## src/core/cer_regs.svh

```systemverilog
// register indices, field positions, reset values and counts of the block
`ifndef CER_REGS_SVH
`define CER_REGS_SVH

// register indices; the byte address is four times the index
`define CER_REFCTL_IDX     8'haf
`define CER_BCTL_IDX       8'h9f
`define CER_ISTAT_IDX      8'hb0
`define CER_IMASK_IDX      8'hb1

// reset values
`define CER_REFCTL_RST     8'h00
`define CER_BCTL_RST       8'hc0
`define CER_ISTAT_RST      8'h00
`define CER_IMASK_RST      8'h00

// field positions
`define CER_BCTL_FLAG_BIT  4
`define CER_ISTAT_EVT_BIT  0
`define CER_REG_WIDTH      8

// agreeing timer 1 samples needed before a debounced level is taken
`define CER_DEB_SAMPLES    2'h2

// axi responses
`define CER_RESP_OKAY      2'h0
`define CER_RESP_SLVERR    2'h2

`endif

```

## src/core/cer_pkg.sv

```systemverilog
// types shared by the comparator event and reference control block
package cer_pkg;

   // interrupt mode of comparator b, listed in encoding order
   typedef enum logic [2:0] {
      CER_MODE_LOW_LEVEL,
      CER_MODE_RISE,
      CER_MODE_DEB_TOGGLE,
      CER_MODE_DEB_RISE,
      CER_MODE_FALL,
      CER_MODE_TOGGLE,
      CER_MODE_DEB_FALL,
      CER_MODE_HIGH_LEVEL
   } cer_irq_mode_t;

   // sampling clock source of a comparator
   typedef enum logic [1:0] {
      CER_CLK_SYS,
      CER_CLK_T0,
      CER_CLK_T1,
      CER_CLK_T2
   } cer_clk_sel_t;

   // negative input of a comparator
   typedef enum logic [1:0] {
      CER_NEG_PIN,
      CER_NEG_REF_LO,
      CER_NEG_REF_NOM,
      CER_NEG_REF_HI
   } cer_neg_sel_t;

   // comparator b control and status register
   typedef struct packed {
      logic [1:0]    pos_select;
      logic          input_connect;
      logic          irq_flag;
      logic          enable;
      cer_irq_mode_t irq_mode;
   } cer_bctl_t;

   // reference control register
   typedef struct packed {
      cer_clk_sel_t b_clock_select;
      cer_neg_sel_t b_neg_select;
      cer_clk_sel_t a_clock_select;
      cer_neg_sel_t a_neg_select;
   } cer_refctl_t;

endpackage

```

## src/core/cer_sync.sv

```systemverilog
// three-stage synchroniser whose output moves when stages two and three agree
`timescale 1ns/1ps
`default_nettype none
module cer_sync (
   input  wire logic aclk,
   input  wire logic aresetn,
   input  wire logic ce,
   input  wire logic din,
   output var  logic dout
);
   logic [2:0] stage_q;
   logic [2:0] stage_d;
   logic       dout_q;
   logic       dout_d;

   // shift the pin in; stage 0 feeds only stage 1
   always_comb begin
      stage_d = {stage_q[1:0], din};
      dout_d  = (stage_q[1] == stage_q[2]) ? stage_q[2] : dout_q;
   end

   // register the chain
   always_ff @(posedge aclk) begin
      if (!aresetn) begin
         stage_q <= 3'h0;
         dout_q  <= 1'b0;
      end else if (ce) begin
         stage_q <= stage_d;
         dout_q  <= dout_d;
      end
   end

   assign dout = dout_q;
endmodule
`default_nettype wire

```

## src/core/cer_event.sv

```systemverilog
// comparator b sampling, debouncing and interrupt-mode event detection
`timescale 1ns/1ps
`default_nettype none
`include "cer_regs.svh"
module cer_event (
   input  wire logic                   aclk,
   input  wire logic                   aresetn,
   input  wire logic                   ce,
   input  wire logic                   enable,
   input  wire logic                   sample_stb,
   input  wire logic                   t1_ovf,
   input  wire logic                   cmp_in,
   input  wire cer_pkg::cer_irq_mode_t mode,
   output var  logic                   cmp_out,
   output var  logic                   event_pulse
);
   logic       smp_q, smp_d;
   logic       smp_prev_q, smp_prev_d;
   logic       cand_q, cand_d;
   logic [1:0] agree_q, agree_d;
   logic       deb_q, deb_d;
   logic       deb_prev_q, deb_prev_d;
   logic       evt_q, evt_d;
   logic       hit;

   // sample, debounce on timer 1 overflow, detect the selected condition
   always_comb begin
      smp_d      = smp_q;
      cand_d     = cand_q;
      agree_d    = agree_q;
      deb_d      = deb_q;
      smp_prev_d = smp_q;
      deb_prev_d = deb_q;
      if (sample_stb)
         smp_d = cmp_in;
      if (t1_ovf) begin
         cand_d = smp_q;
         if (smp_q != cand_q)
            agree_d = 2'h1;
         else if (agree_q != `CER_DEB_SAMPLES)
            agree_d = agree_q + 2'h1;
         if (smp_q == cand_q && agree_q + 2'h1 >= `CER_DEB_SAMPLES)
            deb_d = smp_q;
      end
      case (mode)
         cer_pkg::CER_MODE_LOW_LEVEL:  hit = !smp_q;
         cer_pkg::CER_MODE_RISE:       hit = smp_q && !smp_prev_q;
         cer_pkg::CER_MODE_DEB_TOGGLE: hit = deb_q != deb_prev_q;
         cer_pkg::CER_MODE_DEB_RISE:   hit = deb_q && !deb_prev_q;
         cer_pkg::CER_MODE_FALL:       hit = !smp_q && smp_prev_q;
         cer_pkg::CER_MODE_TOGGLE:     hit = smp_q != smp_prev_q;
         cer_pkg::CER_MODE_DEB_FALL:   hit = !deb_q && deb_prev_q;
         default:                      hit = smp_q;
      endcase
      evt_d = enable && hit;
      if (!enable) begin
         smp_d      = 1'b0;
         smp_prev_d = 1'b0;
         cand_d     = 1'b0;
         agree_d    = 2'h0;
         deb_d      = 1'b0;
         deb_prev_d = 1'b0;
      end
   end

   // register detection state
   always_ff @(posedge aclk) begin
      if (!aresetn) begin
         smp_q      <= 1'b0;
         smp_prev_q <= 1'b0;
         cand_q     <= 1'b0;
         agree_q    <= 2'h0;
         deb_q      <= 1'b0;
         deb_prev_q <= 1'b0;
         evt_q      <= 1'b0;
      end else if (ce) begin
         smp_q      <= smp_d;
         smp_prev_q <= smp_prev_d;
         cand_q     <= cand_d;
         agree_q    <= agree_d;
         deb_q      <= deb_d;
         deb_prev_q <= deb_prev_d;
         evt_q      <= evt_d;
      end
   end

   assign cmp_out     = smp_q;
   assign event_pulse = evt_q;
endmodule
`default_nettype wire

```

## src/core/cer_top.sv

```systemverilog
// comparator b event logic and shared reference control behind axi4-lite
`timescale 1ns/1ps
`default_nettype none
`include "cer_regs.svh"
module cer_top #(
   parameter int ADDR_W = 12
) (
   input  wire logic              aclk,
   input  wire logic              aresetn,
   input  wire logic              ce,
   // axi4-lite slave
   input  wire logic [ADDR_W-1:0] s_axi_awaddr,
   input  wire logic              s_axi_awvalid,
   output var  logic              s_axi_awready,
   input  wire logic [31:0]       s_axi_wdata,
   input  wire logic [3:0]        s_axi_wstrb,
   input  wire logic              s_axi_wvalid,
   output var  logic              s_axi_wready,
   output var  logic [1:0]        s_axi_bresp,
   output var  logic              s_axi_bvalid,
   input  wire logic              s_axi_bready,
   input  wire logic [ADDR_W-1:0] s_axi_araddr,
   input  wire logic              s_axi_arvalid,
   output var  logic              s_axi_arready,
   output var  logic [31:0]       s_axi_rdata,
   output var  logic [1:0]        s_axi_rresp,
   output var  logic              s_axi_rvalid,
   input  wire logic              s_axi_rready,
   // analog side and timers
   input  wire logic              cmp_b_raw,
   input  wire logic              t0_ovf,
   input  wire logic              t1_ovf,
   input  wire logic              t2_ovf,
   output var  logic              cmp_b_out,
   output var  logic              cmp_b_irq_flag,
   output var  logic              cmp_b_input_connect,
   output var  logic [3:0]        p2_input_only,
   output var  logic [1:0]        cmp_b_pos_select,
   output var  cer_pkg::cer_clk_sel_t cmp_b_clock_select,
   output var  cer_pkg::cer_neg_sel_t cmp_b_neg_select,
   output var  cer_pkg::cer_clk_sel_t cmp_a_clock_select,
   output var  cer_pkg::cer_neg_sel_t cmp_a_neg_select,
   output var  logic              irq
);

   // the highest register byte address must fit the address bus
   initial begin
      if (ADDR_W < 10 || ADDR_W > 32)
         $error("cer_top: ADDR_W must lie between 10 and 32");
   end

   // byte address of a register index
   function automatic logic [ADDR_W-1:0] reg_addr(input logic [7:0] idx);
      logic [31:0] a;
      a = {22'h0, idx, 2'h0};
      return a[ADDR_W-1:0];
   endfunction

   // sample strobe of a comparator for its clock select
   function automatic logic clk_strobe(input cer_pkg::cer_clk_sel_t sel,
                                       input logic o0,
                                       input logic o1,
                                       input logic o2);
      logic s;
      case (sel)
         cer_pkg::CER_CLK_SYS: s = 1'b1;
         cer_pkg::CER_CLK_T0:  s = o0;
         cer_pkg::CER_CLK_T1:  s = o1;
         default:              s = o2;
      endcase
      return s;
   endfunction

   // register state
   cer_pkg::cer_bctl_t   bctl_q, bctl_d;
   cer_pkg::cer_refctl_t refctl_q, refctl_d;
   logic [7:0]          istat_q, istat_d;
   logic [7:0]          imask_q, imask_d;
   logic                irq_q, irq_d;

   // write channel state
   logic                aw_full_q, aw_full_d;
   logic [ADDR_W-1:0]   awaddr_q, awaddr_d;
   logic                w_full_q, w_full_d;
   logic [7:0]          wbyte_q, wbyte_d;
   logic                wlane_q, wlane_d;
   logic                awready_q, awready_d;
   logic                wready_q, wready_d;
   logic                bvalid_q, bvalid_d;
   logic [1:0]          bresp_q, bresp_d;

   // read channel state
   logic                arready_q, arready_d;
   logic                rvalid_q, rvalid_d;
   logic [31:0]         rdata_q, rdata_d;
   logic [1:0]          rresp_q, rresp_d;

   // internal nets
   logic                cmp_sync;
   logic                cmp_evt;
   logic                b_stb;
   logic                do_write;
   logic                do_read;
   logic                wr_bctl;
   logic                wr_refctl;
   logic                wr_imask;
   logic                wr_hit;
   logic                rd_istat;
   logic [7:0]          rd_byte;
   logic                rd_hit;

   // comparator output arrives from the analog domain
   cer_sync u_sync (
      .aclk    (aclk),
      .aresetn (aresetn),
      .ce      (ce),
      .din     (cmp_b_raw),
      .dout    (cmp_sync)
   );

   assign b_stb = clk_strobe(refctl_q.b_clock_select, t0_ovf, t1_ovf,
                             t2_ovf);

   cer_event u_event (
      .aclk        (aclk),
      .aresetn     (aresetn),
      .ce          (ce),
      .enable      (bctl_q.enable),
      .sample_stb  (b_stb),
      .t1_ovf      (t1_ovf),
      .cmp_in      (cmp_sync),
      .mode        (bctl_q.irq_mode),
      .cmp_out     (cmp_b_out),
      .event_pulse (cmp_evt)
   );

   // write decode: both address and data held, response slot free
   always_comb begin
      do_write = aw_full_q && w_full_q && !bvalid_q;
      wr_bctl   = 1'b0;
      wr_refctl = 1'b0;
      wr_imask  = 1'b0;
      wr_hit    = 1'b1;
      if (awaddr_q == reg_addr(`CER_BCTL_IDX))
         wr_bctl = do_write && wlane_q;
      else if (awaddr_q == reg_addr(`CER_REFCTL_IDX))
         wr_refctl = do_write && wlane_q;
      else if (awaddr_q == reg_addr(`CER_IMASK_IDX))
         wr_imask = do_write && wlane_q;
      else if (awaddr_q == reg_addr(`CER_ISTAT_IDX))
         wr_hit = 1'b1;
      else
         wr_hit = 1'b0;
   end

   // write channel: take address and data in either order
   always_comb begin
      aw_full_d = aw_full_q;
      awaddr_d  = awaddr_q;
      w_full_d  = w_full_q;
      wbyte_d   = wbyte_q;
      wlane_d   = wlane_q;
      bvalid_d  = bvalid_q;
      bresp_d   = bresp_q;
      if (s_axi_awvalid && awready_q) begin
         aw_full_d = 1'b1;
         awaddr_d  = s_axi_awaddr;
      end
      if (s_axi_wvalid && wready_q) begin
         w_full_d = 1'b1;
         wbyte_d  = s_axi_wdata[7:0];
         wlane_d  = s_axi_wstrb[0];
      end
      if (do_write) begin
         aw_full_d = 1'b0;
         w_full_d  = 1'b0;
         bvalid_d  = 1'b1;
         bresp_d   = wr_hit ? `CER_RESP_OKAY : `CER_RESP_SLVERR;
      end else if (bvalid_q && s_axi_bready) begin
         bvalid_d = 1'b0;
      end
      awready_d = !aw_full_d && !bvalid_d;
      wready_d  = !w_full_d && !bvalid_d;
   end

   // read data mux
   always_comb begin
      rd_byte  = 8'h00;
      rd_hit   = 1'b1;
      rd_istat = 1'b0;
      if (s_axi_araddr == reg_addr(`CER_BCTL_IDX))
         rd_byte = bctl_q;
      else if (s_axi_araddr == reg_addr(`CER_REFCTL_IDX))
         rd_byte = refctl_q;
      else if (s_axi_araddr == reg_addr(`CER_ISTAT_IDX)) begin
         rd_byte  = istat_q;
         rd_istat = 1'b1;
      end else if (s_axi_araddr == reg_addr(`CER_IMASK_IDX))
         rd_byte = imask_q;
      else
         rd_hit = 1'b0;
   end

   // read channel: one read under way, answer one cycle after address
   always_comb begin
      do_read   = s_axi_arvalid && arready_q;
      rvalid_d  = rvalid_q;
      rdata_d   = rdata_q;
      rresp_d   = rresp_q;
      if (do_read) begin
         rvalid_d = 1'b1;
         rdata_d  = {24'h0, rd_byte};
         rresp_d  = rd_hit ? `CER_RESP_OKAY : `CER_RESP_SLVERR;
      end else if (rvalid_q && s_axi_rready) begin
         rvalid_d = 1'b0;
      end
      arready_d = !rvalid_d;
   end

   // register file and interrupt; hardware set wins over any clear
   always_comb begin
      bctl_d   = bctl_q;
      refctl_d = refctl_q;
      imask_d  = imask_q;
      istat_d  = istat_q;
      if (wr_bctl) begin
         bctl_d = wbyte_q;
         // flag is cleared by writing zero, never set by software
         bctl_d.irq_flag = bctl_q.irq_flag &&
                           wbyte_q[`CER_BCTL_FLAG_BIT];
      end
      if (wr_refctl)
         refctl_d = wbyte_q;
      if (wr_imask)
         imask_d = wbyte_q;
      if (do_read && rd_istat)
         istat_d = 8'h00;
      if (cmp_evt) begin
         bctl_d.irq_flag = 1'b1;
         istat_d[`CER_ISTAT_EVT_BIT] = 1'b1;
      end
      irq_d = |(istat_d & imask_d);
   end

   // register all state
   always_ff @(posedge aclk) begin
      if (!aresetn) begin
         bctl_q    <= `CER_BCTL_RST;
         refctl_q  <= `CER_REFCTL_RST;
         istat_q   <= `CER_ISTAT_RST;
         imask_q   <= `CER_IMASK_RST;
         irq_q     <= 1'b0;
         aw_full_q <= 1'b0;
         awaddr_q  <= '0;
         w_full_q  <= 1'b0;
         wbyte_q   <= 8'h00;
         wlane_q   <= 1'b0;
         awready_q <= 1'b0;
         wready_q  <= 1'b0;
         bvalid_q  <= 1'b0;
         bresp_q   <= 2'h0;
         arready_q <= 1'b0;
         rvalid_q  <= 1'b0;
         rdata_q   <= 32'h0;
         rresp_q   <= 2'h0;
      end else if (ce) begin
         bctl_q    <= bctl_d;
         refctl_q  <= refctl_d;
         istat_q   <= istat_d;
         imask_q   <= imask_d;
         irq_q     <= irq_d;
         aw_full_q <= aw_full_d;
         awaddr_q  <= awaddr_d;
         w_full_q  <= w_full_d;
         wbyte_q   <= wbyte_d;
         wlane_q   <= wlane_d;
         awready_q <= awready_d;
         wready_q  <= wready_d;
         bvalid_q  <= bvalid_d;
         bresp_q   <= bresp_d;
         arready_q <= arready_d;
         rvalid_q  <= rvalid_d;
         rdata_q   <= rdata_d;
         rresp_q   <= rresp_d;
      end
   end

   // bus outputs
   assign s_axi_awready = awready_q;
   assign s_axi_wready  = wready_q;
   assign s_axi_bvalid  = bvalid_q;
   assign s_axi_bresp   = bresp_q;
   assign s_axi_arready = arready_q;
   assign s_axi_rvalid  = rvalid_q;
   assign s_axi_rdata   = rdata_q;
   assign s_axi_rresp   = rresp_q;

   // analog control outputs taken from register fields, p2_input_only four copies of enable, and the registered interrupt
   assign cmp_b_irq_flag      = bctl_q.irq_flag;
   assign cmp_b_input_connect = bctl_q.input_connect;
   assign p2_input_only       = {4{bctl_q.enable}};
   assign cmp_b_pos_select    = bctl_q.pos_select;
   assign cmp_b_clock_select  = refctl_q.b_clock_select;
   assign cmp_b_neg_select    = refctl_q.b_neg_select;
   assign cmp_a_clock_select  = refctl_q.a_clock_select;
   assign cmp_a_neg_select    = refctl_q.a_neg_select;
   assign irq                 = irq_q;

endmodule
`default_nettype wire

```

## config.mk

```make
export PLATFORM = sky130hd
export DESIGN_NAME = cer_top
export DESIGN_NICKNAME = d
export VERILOG_FILES = /design/src/core/cer_pkg.sv /design/src/core/cer_sync.sv /design/src/core/cer_event.sv /design/src/core/cer_top.sv
export VERILOG_INCLUDE_DIRS = /design/src /design/src/core
export SDC_FILE = /design/constraint.sdc
export NUM_CORES = 1
export LEC_CHECK = 0
export BUFFER_PORTS_ARGS = -buffer_cell sky130_fd_sc_hd__buf_4
export CAP_MARGIN = 10
export CORE_ASPECT_RATIO = 0.8
export CORE_MARGIN = 5
export CORE_UTILIZATION = 40
export CTS_CLUSTER_DIAMETER = 200
export DETAILED_ROUTE_END_ITERATION = 12
export PLACE_DENSITY = 0.61
export SLEW_MARGIN = 20
export SYNTH_ARGS = -nofsm -noshare
export SYNTH_HDL_FRONTEND = slang
export SYNTH_SLANG_ARGS = --single-unit
```

## constraint.sdc

```tcl
create_clock -name aclk -period 3.2 [get_ports aclk]
set_clock_uncertainty 0.1 [all_clocks]
set_input_delay 0.32 -clock aclk [delete_from_list [all_inputs] [get_ports aclk]]
set_output_delay 0.32 -clock aclk [all_outputs]
set_load 0.03 [all_outputs]
```

Yosys cells after proc, flatten, opt, wreduce, memory -nomap -nowiden
Index checks and enable logic that the tools add are counted.
- flip-flop bits (word level): 85
- memory bits (writable): 0
- memories kept: 0
- memory bits (read-only): 0
- bits in latches: 0
- muxes and demuxes: 51
- shifts and indexed selects: 0
- multipliers: 0
- magnitude comparators: 1
- div/mod/pow operators: 0
- eq/ne operators: 26
- bitwise gates (word level): 1
- add/sub/neg operators: 1
- reductions and logical operators: 43
- operators with widths (kind ; number):
    12-bit by 10-bit equality test with 1-bit output, second input constant ; 8
    8-bit 2-to-1 mux ; 6
    1-bit 2-to-1 mux ; 36
    2-bit AND reduction ; 10
    1-bit logical AND ; 18
    2-bit 2-to-1 mux ; 6
    3-bit equality test, second input constant ; 3
    1-bit zero test ; 9
    8-bit bitwise AND ; 1
    8-bit OR reduction ; 1
    1-bit one-hot mux with 7 select lines ; 1
    3-bit by 2-bit equality test with 1-bit output, second input constant ; 2
    3-bit AND reduction ; 2
    5-bit 2-to-1 mux ; 1
    2-bit by 1-bit != test with 1-bit output, second input constant ; 2
    2-bit != test, second input constant ; 2
    3-bit by 1-bit equality test with 1-bit output, second input constant ; 1
    3-bit zero test ; 1
    1-bit != test ; 3
    3-bit by 1-bit != test with 1-bit output, second input constant ; 1
    1-bit one-hot mux with 3 select lines ; 1
    2-bit by 1-bit adder with 2-bit output, second input constant ; 1
    1-bit equality test ; 2
    2-bit by 1-bit equality test with 1-bit output, second input constant ; 1
    other kinds (4) ; 4

Depth between registers and ports, before layout
- depth in word-level cells: 9
- gate-level depth with buffers: 8
- mapped depth without buffers: 8

Modules after synthesis
Synthesis repeated with hierarchy kept, for this count alone.
- cells, all modules: 481
- area total of the unflattened synthesis: 4179.0 sq um
- by module, submodules not included (module ; times used ; area an instance (sq um) ; cells each):
    cer_top ; 1 ; 3469.6 ; 402
    cer_event ; 1 ; 536.8 ; 62
    cer_sync ; 1 ; 172.7 ; 17

Worst setup path after synthesis
No wires, ideal clock.
- path type: reg-to-reg
- start point: register awaddr_q[11]
- end point: register irq_q (netlist: irq)
- clock period less this slack: 2348 ps
- slack: 852 ps
- path buffers: 1
- arrival: 2131 ps
- stages on the path, launching flop included: 9
- cells stage by stage: dfxtp_1 > nor4_2 > nand4_1 > or4_4 > buf_6 > mux2_4 > a221oi_2 > o2111ai_1 > o211a_1
- cells in the longest elaborated chain, start to end: 7
- RTL lines (what ; line ; RTL):
    start: declaration ; cer_top.sv:83 ; logic [ADDR_W-1:0] awaddr_q, awaddr_d;
    start signal: assignment ; cer_top.sv:273 ; awaddr_q <= awaddr_d;
    12-bit by 10-bit equality test with 1-bit output ; cer_top.sv:148 ; else if (awaddr_q == reg_addr(`CER_IMASK_IDX))
    1-bit 2-to-1 mux ; cer_top.sv:148 ;
    1-bit 2-to-1 mux ; cer_top.sv:146 ; else if (awaddr_q == reg_addr(`CER_REFCTL_IDX))
    1-bit 2-to-1 mux * ; cer_top.sv:144 ; if (awaddr_q == reg_addr(`CER_BCTL_IDX))
    8-bit 2-to-1 mux * ; cer_top.sv:234 ; if (wr_imask)
    8-bit bitwise AND * ; cer_top.sv:242 ; irq_d = |(istat_d & imask_d);
    8-bit OR reduction * ; cer_top.sv:242 ;
    end signal: assignment ; cer_top.sv:271 ; irq_q <= irq_d;
    end: declaration ; cer_top.sv:79 ; logic irq_q, irq_d;
Mark *: on every way between the ends. The rest lies on a longest branch, timed or not.
A chain may end at the register's enable or synchronous reset.

Worst setup path after layout
- start point: register awaddr_q[6]
- end point: register irq_q (netlist: irq)
The elaborated chain is that of the path after synthesis.

==> metrics <==
status finished clean; ys flop type dfxtp_1; multi-input logic area 2080 um^2; dominant cells by area after synthesis dfxtp_1, mux2i_1, nand2_1, buf_4, a21boi_0; VDD IR-drop max 225 uV; Hold WC Path Type primary input to register; post-route clock period utilization 77.2%; PD cells 481 nW/um^2; leakage power 2.07 nW; drt initial violations 202; largest net degree at the start of global routing 83; post-synth top area cell dfxtp_1; fin util 50.1%; Final Hold Fails 0; number of max-cap violations 0; total number of vias 3181; worst-margin pin slew 0.681 ns; cts-stage hold buffer count 0; Worst-Skew Late Latency 0.33 ns; largest family of logic cells by synthesized area simple AND/OR/NAND/NOR gates; Worst slew margin 54.6%; vias in the first global route 2985; Layout area overhead 20.5%; share of layout cells above drive strength 1 22.3%; Worst setup SP type register; n_diodes 0; Fin Setup TNS 0 ns; Synth Instances 437; Total Die Area 12300 um^2; Crit Path Class register to register; post-synthesis mux area share 11.1%; synthesis-stage register bit count 83; CORE AREA 9770 um^2; maximum fanout along the worst path 7; fin crit period 2.47 ns; compound-gate portion of the synthesized area 15.1%; unrepaired setup endpoints after global routing no; Synth Area in Simple Gates 20.6%; initial antenna violation count 0; die extent in x 123 um; WL/cell 14.9 um; commonest cells in the netlist dfxtp_1, nand2_1, mux2i_1; clk sinks 83; f_max 405 MHz; Root Buffer clkbuf_16; post-cts sizing count 0; Synth cell types 55; adder-cell share of the synthesized area 1.54%; Syn Std Cell Area 4070 um^2; grt total ovfl 0; Slew Viols, Final 0; post-CTS setup buffers 0; Async SR Flop Fraction 0%; CP max stage delay 0.61 ns; clock slew at reported path FFs 0.06 ns; EDFF count, synth 0; H-tree levels 3; global-route wire length before repair 15.2 mm; CP required 3.33 ns; Chip Height 100 um; CP max-delay cell or4_4; fill count 931; sequential share of the synthesized area 40.9%; GRT Overall Usage 15.8%; port buffer count 77; I/O pin cnt 131; Antenna Nets Post-Route 0; most frequent cell after synthesis dfxtp_1; area fraction of the dominant cell type after synthesis 40.9%; register area 1660 um^2; xor/xnor share of the synthesized area 0.431%; Routed WL 9.55 mm; count of final setup violators 0; Mean Syn Cell Area 9.30 um^2; # DRC 0; yosys warns 0; HPWL Detailed 6.94 mm; DR vias/cell 4.95; crit path cell chain nor4b_2 -> nand4_1 -> or4_4 -> mux2_4 -> a221oi_2 -> o2111ai_1 -> o211a_1; Arr. time, crit path 2.60 ns; Bufs on Longest Clock Path 2; gpl congestion 0.814; CTS tree done; number of cell rows 32; Num CTS Buffers 9; crit path capture type register; 1st-pass router iterations 4; Starting Density 41.6%; NumNets Final 580
[cells in the final DEF, fill, tap and decap left out, types with 10 or more instances in the layout]
cell	instances
nor2b_1	30
inv_1	12
buf_4	83
nand2_1	70
conb_1	26
and3_1	10
mux2i_1	37
a21boi_0	31
dfxtp_1	83
[critical path: cells and delay by family (launching register included)]
kind,cells,cell delay [ns]
flip-flops,1,0.41
multiplexers,1,0.32
AO/OA/AOI/OAI,3,0.51
AND/OR/NAND/NOR,3,1.01
[final timing paths]
kind / startpoint / to / slack (ns) / depth (start not counted)
hold reg to reg: s_axi_bresp[1] / s_axi_bresp[1] / 0.36 / 2
setup reg to reg: awaddr_q[6] / irq / 0.73 / 7
setup / recovery: awaddr_q[6] / irq / 0.73 / 7
hold / removal: s_axi_awaddr[4] / awaddr_q[4] / 0.14 / 3
[power breakdown]
group	switching (mW)	total, mW	internal [mW]
Clock	0.379	1.10	0.717
Combinational	0.117	0.192	0.0759
Sequential	0.0154	1.07	1.05
Total	0.511	2.35	1.84
[final cells by class]
type	count	share of cell area, %
Timing Repair Buffer	83	12.7
Multi-Input combinational cell	313	42.4
Clock inverter	2	1.23
Clock buffer	12	5.24
Tap cell	136	3.47
Inverter	13	0.996
Sequential cell	83	33.9
[cell families after synthesis]
family	after synthesis
AND/OR/NAND/NOR	157
flip-flops	83
AO/OA/AOI/OAI	81
buffers and inverters	66
multiplexers	42
adder cells (fa/ha/maj)	5
XOR/XNOR	2
other	1
[sequential cells by signal, summed over array words and instances (netlist names), 2 cells and up]
| name | cells |
|---|---|
| cmp_b_clock_select | 2 |
| cmp_b_neg_select | 2 |
| bctl_q | 3 |
| imask_q | 8 |
| cmp_a_clock_select | 2 |
| cmp_b_pos_select | 2 |
| istat_q | 8 |
| cmp_a_neg_select | 2 |
| u_event.agree_q | 2 |
| s_axi_rdata | 8 |
| u_sync.stage_q | 3 |
| awaddr_q | 12 |
| wbyte_q | 8 |
[stage by stage]
stage	total power, mW	setup slack (ns)	cells	hold slack [ns]	area [um^2]
floorplan	1.24	0.852	462	0.339	4160
global placement	1.28	0.737	628	0.352	4580
detailed placement	1.28	0.731	628	0.367	4580
CTS	2.38	0.724	642	0.134	4900
global route	2.45	0.596	642	0.141	4900
finish	2.35	0.728	642	0.143	4900
[metal layers]
metal  GRT usage [%]  part of all wire, %  vias to the layer above
met4            4.39                 0.90                        0
met3            4.00                  6.8                        9
met2            23.0                   42                      101
met1            22.9                   50                     1471
met5               0                    0                        -
li1                -                    -                     1600
Note: power is estimated with default switching activity, not from simulation.
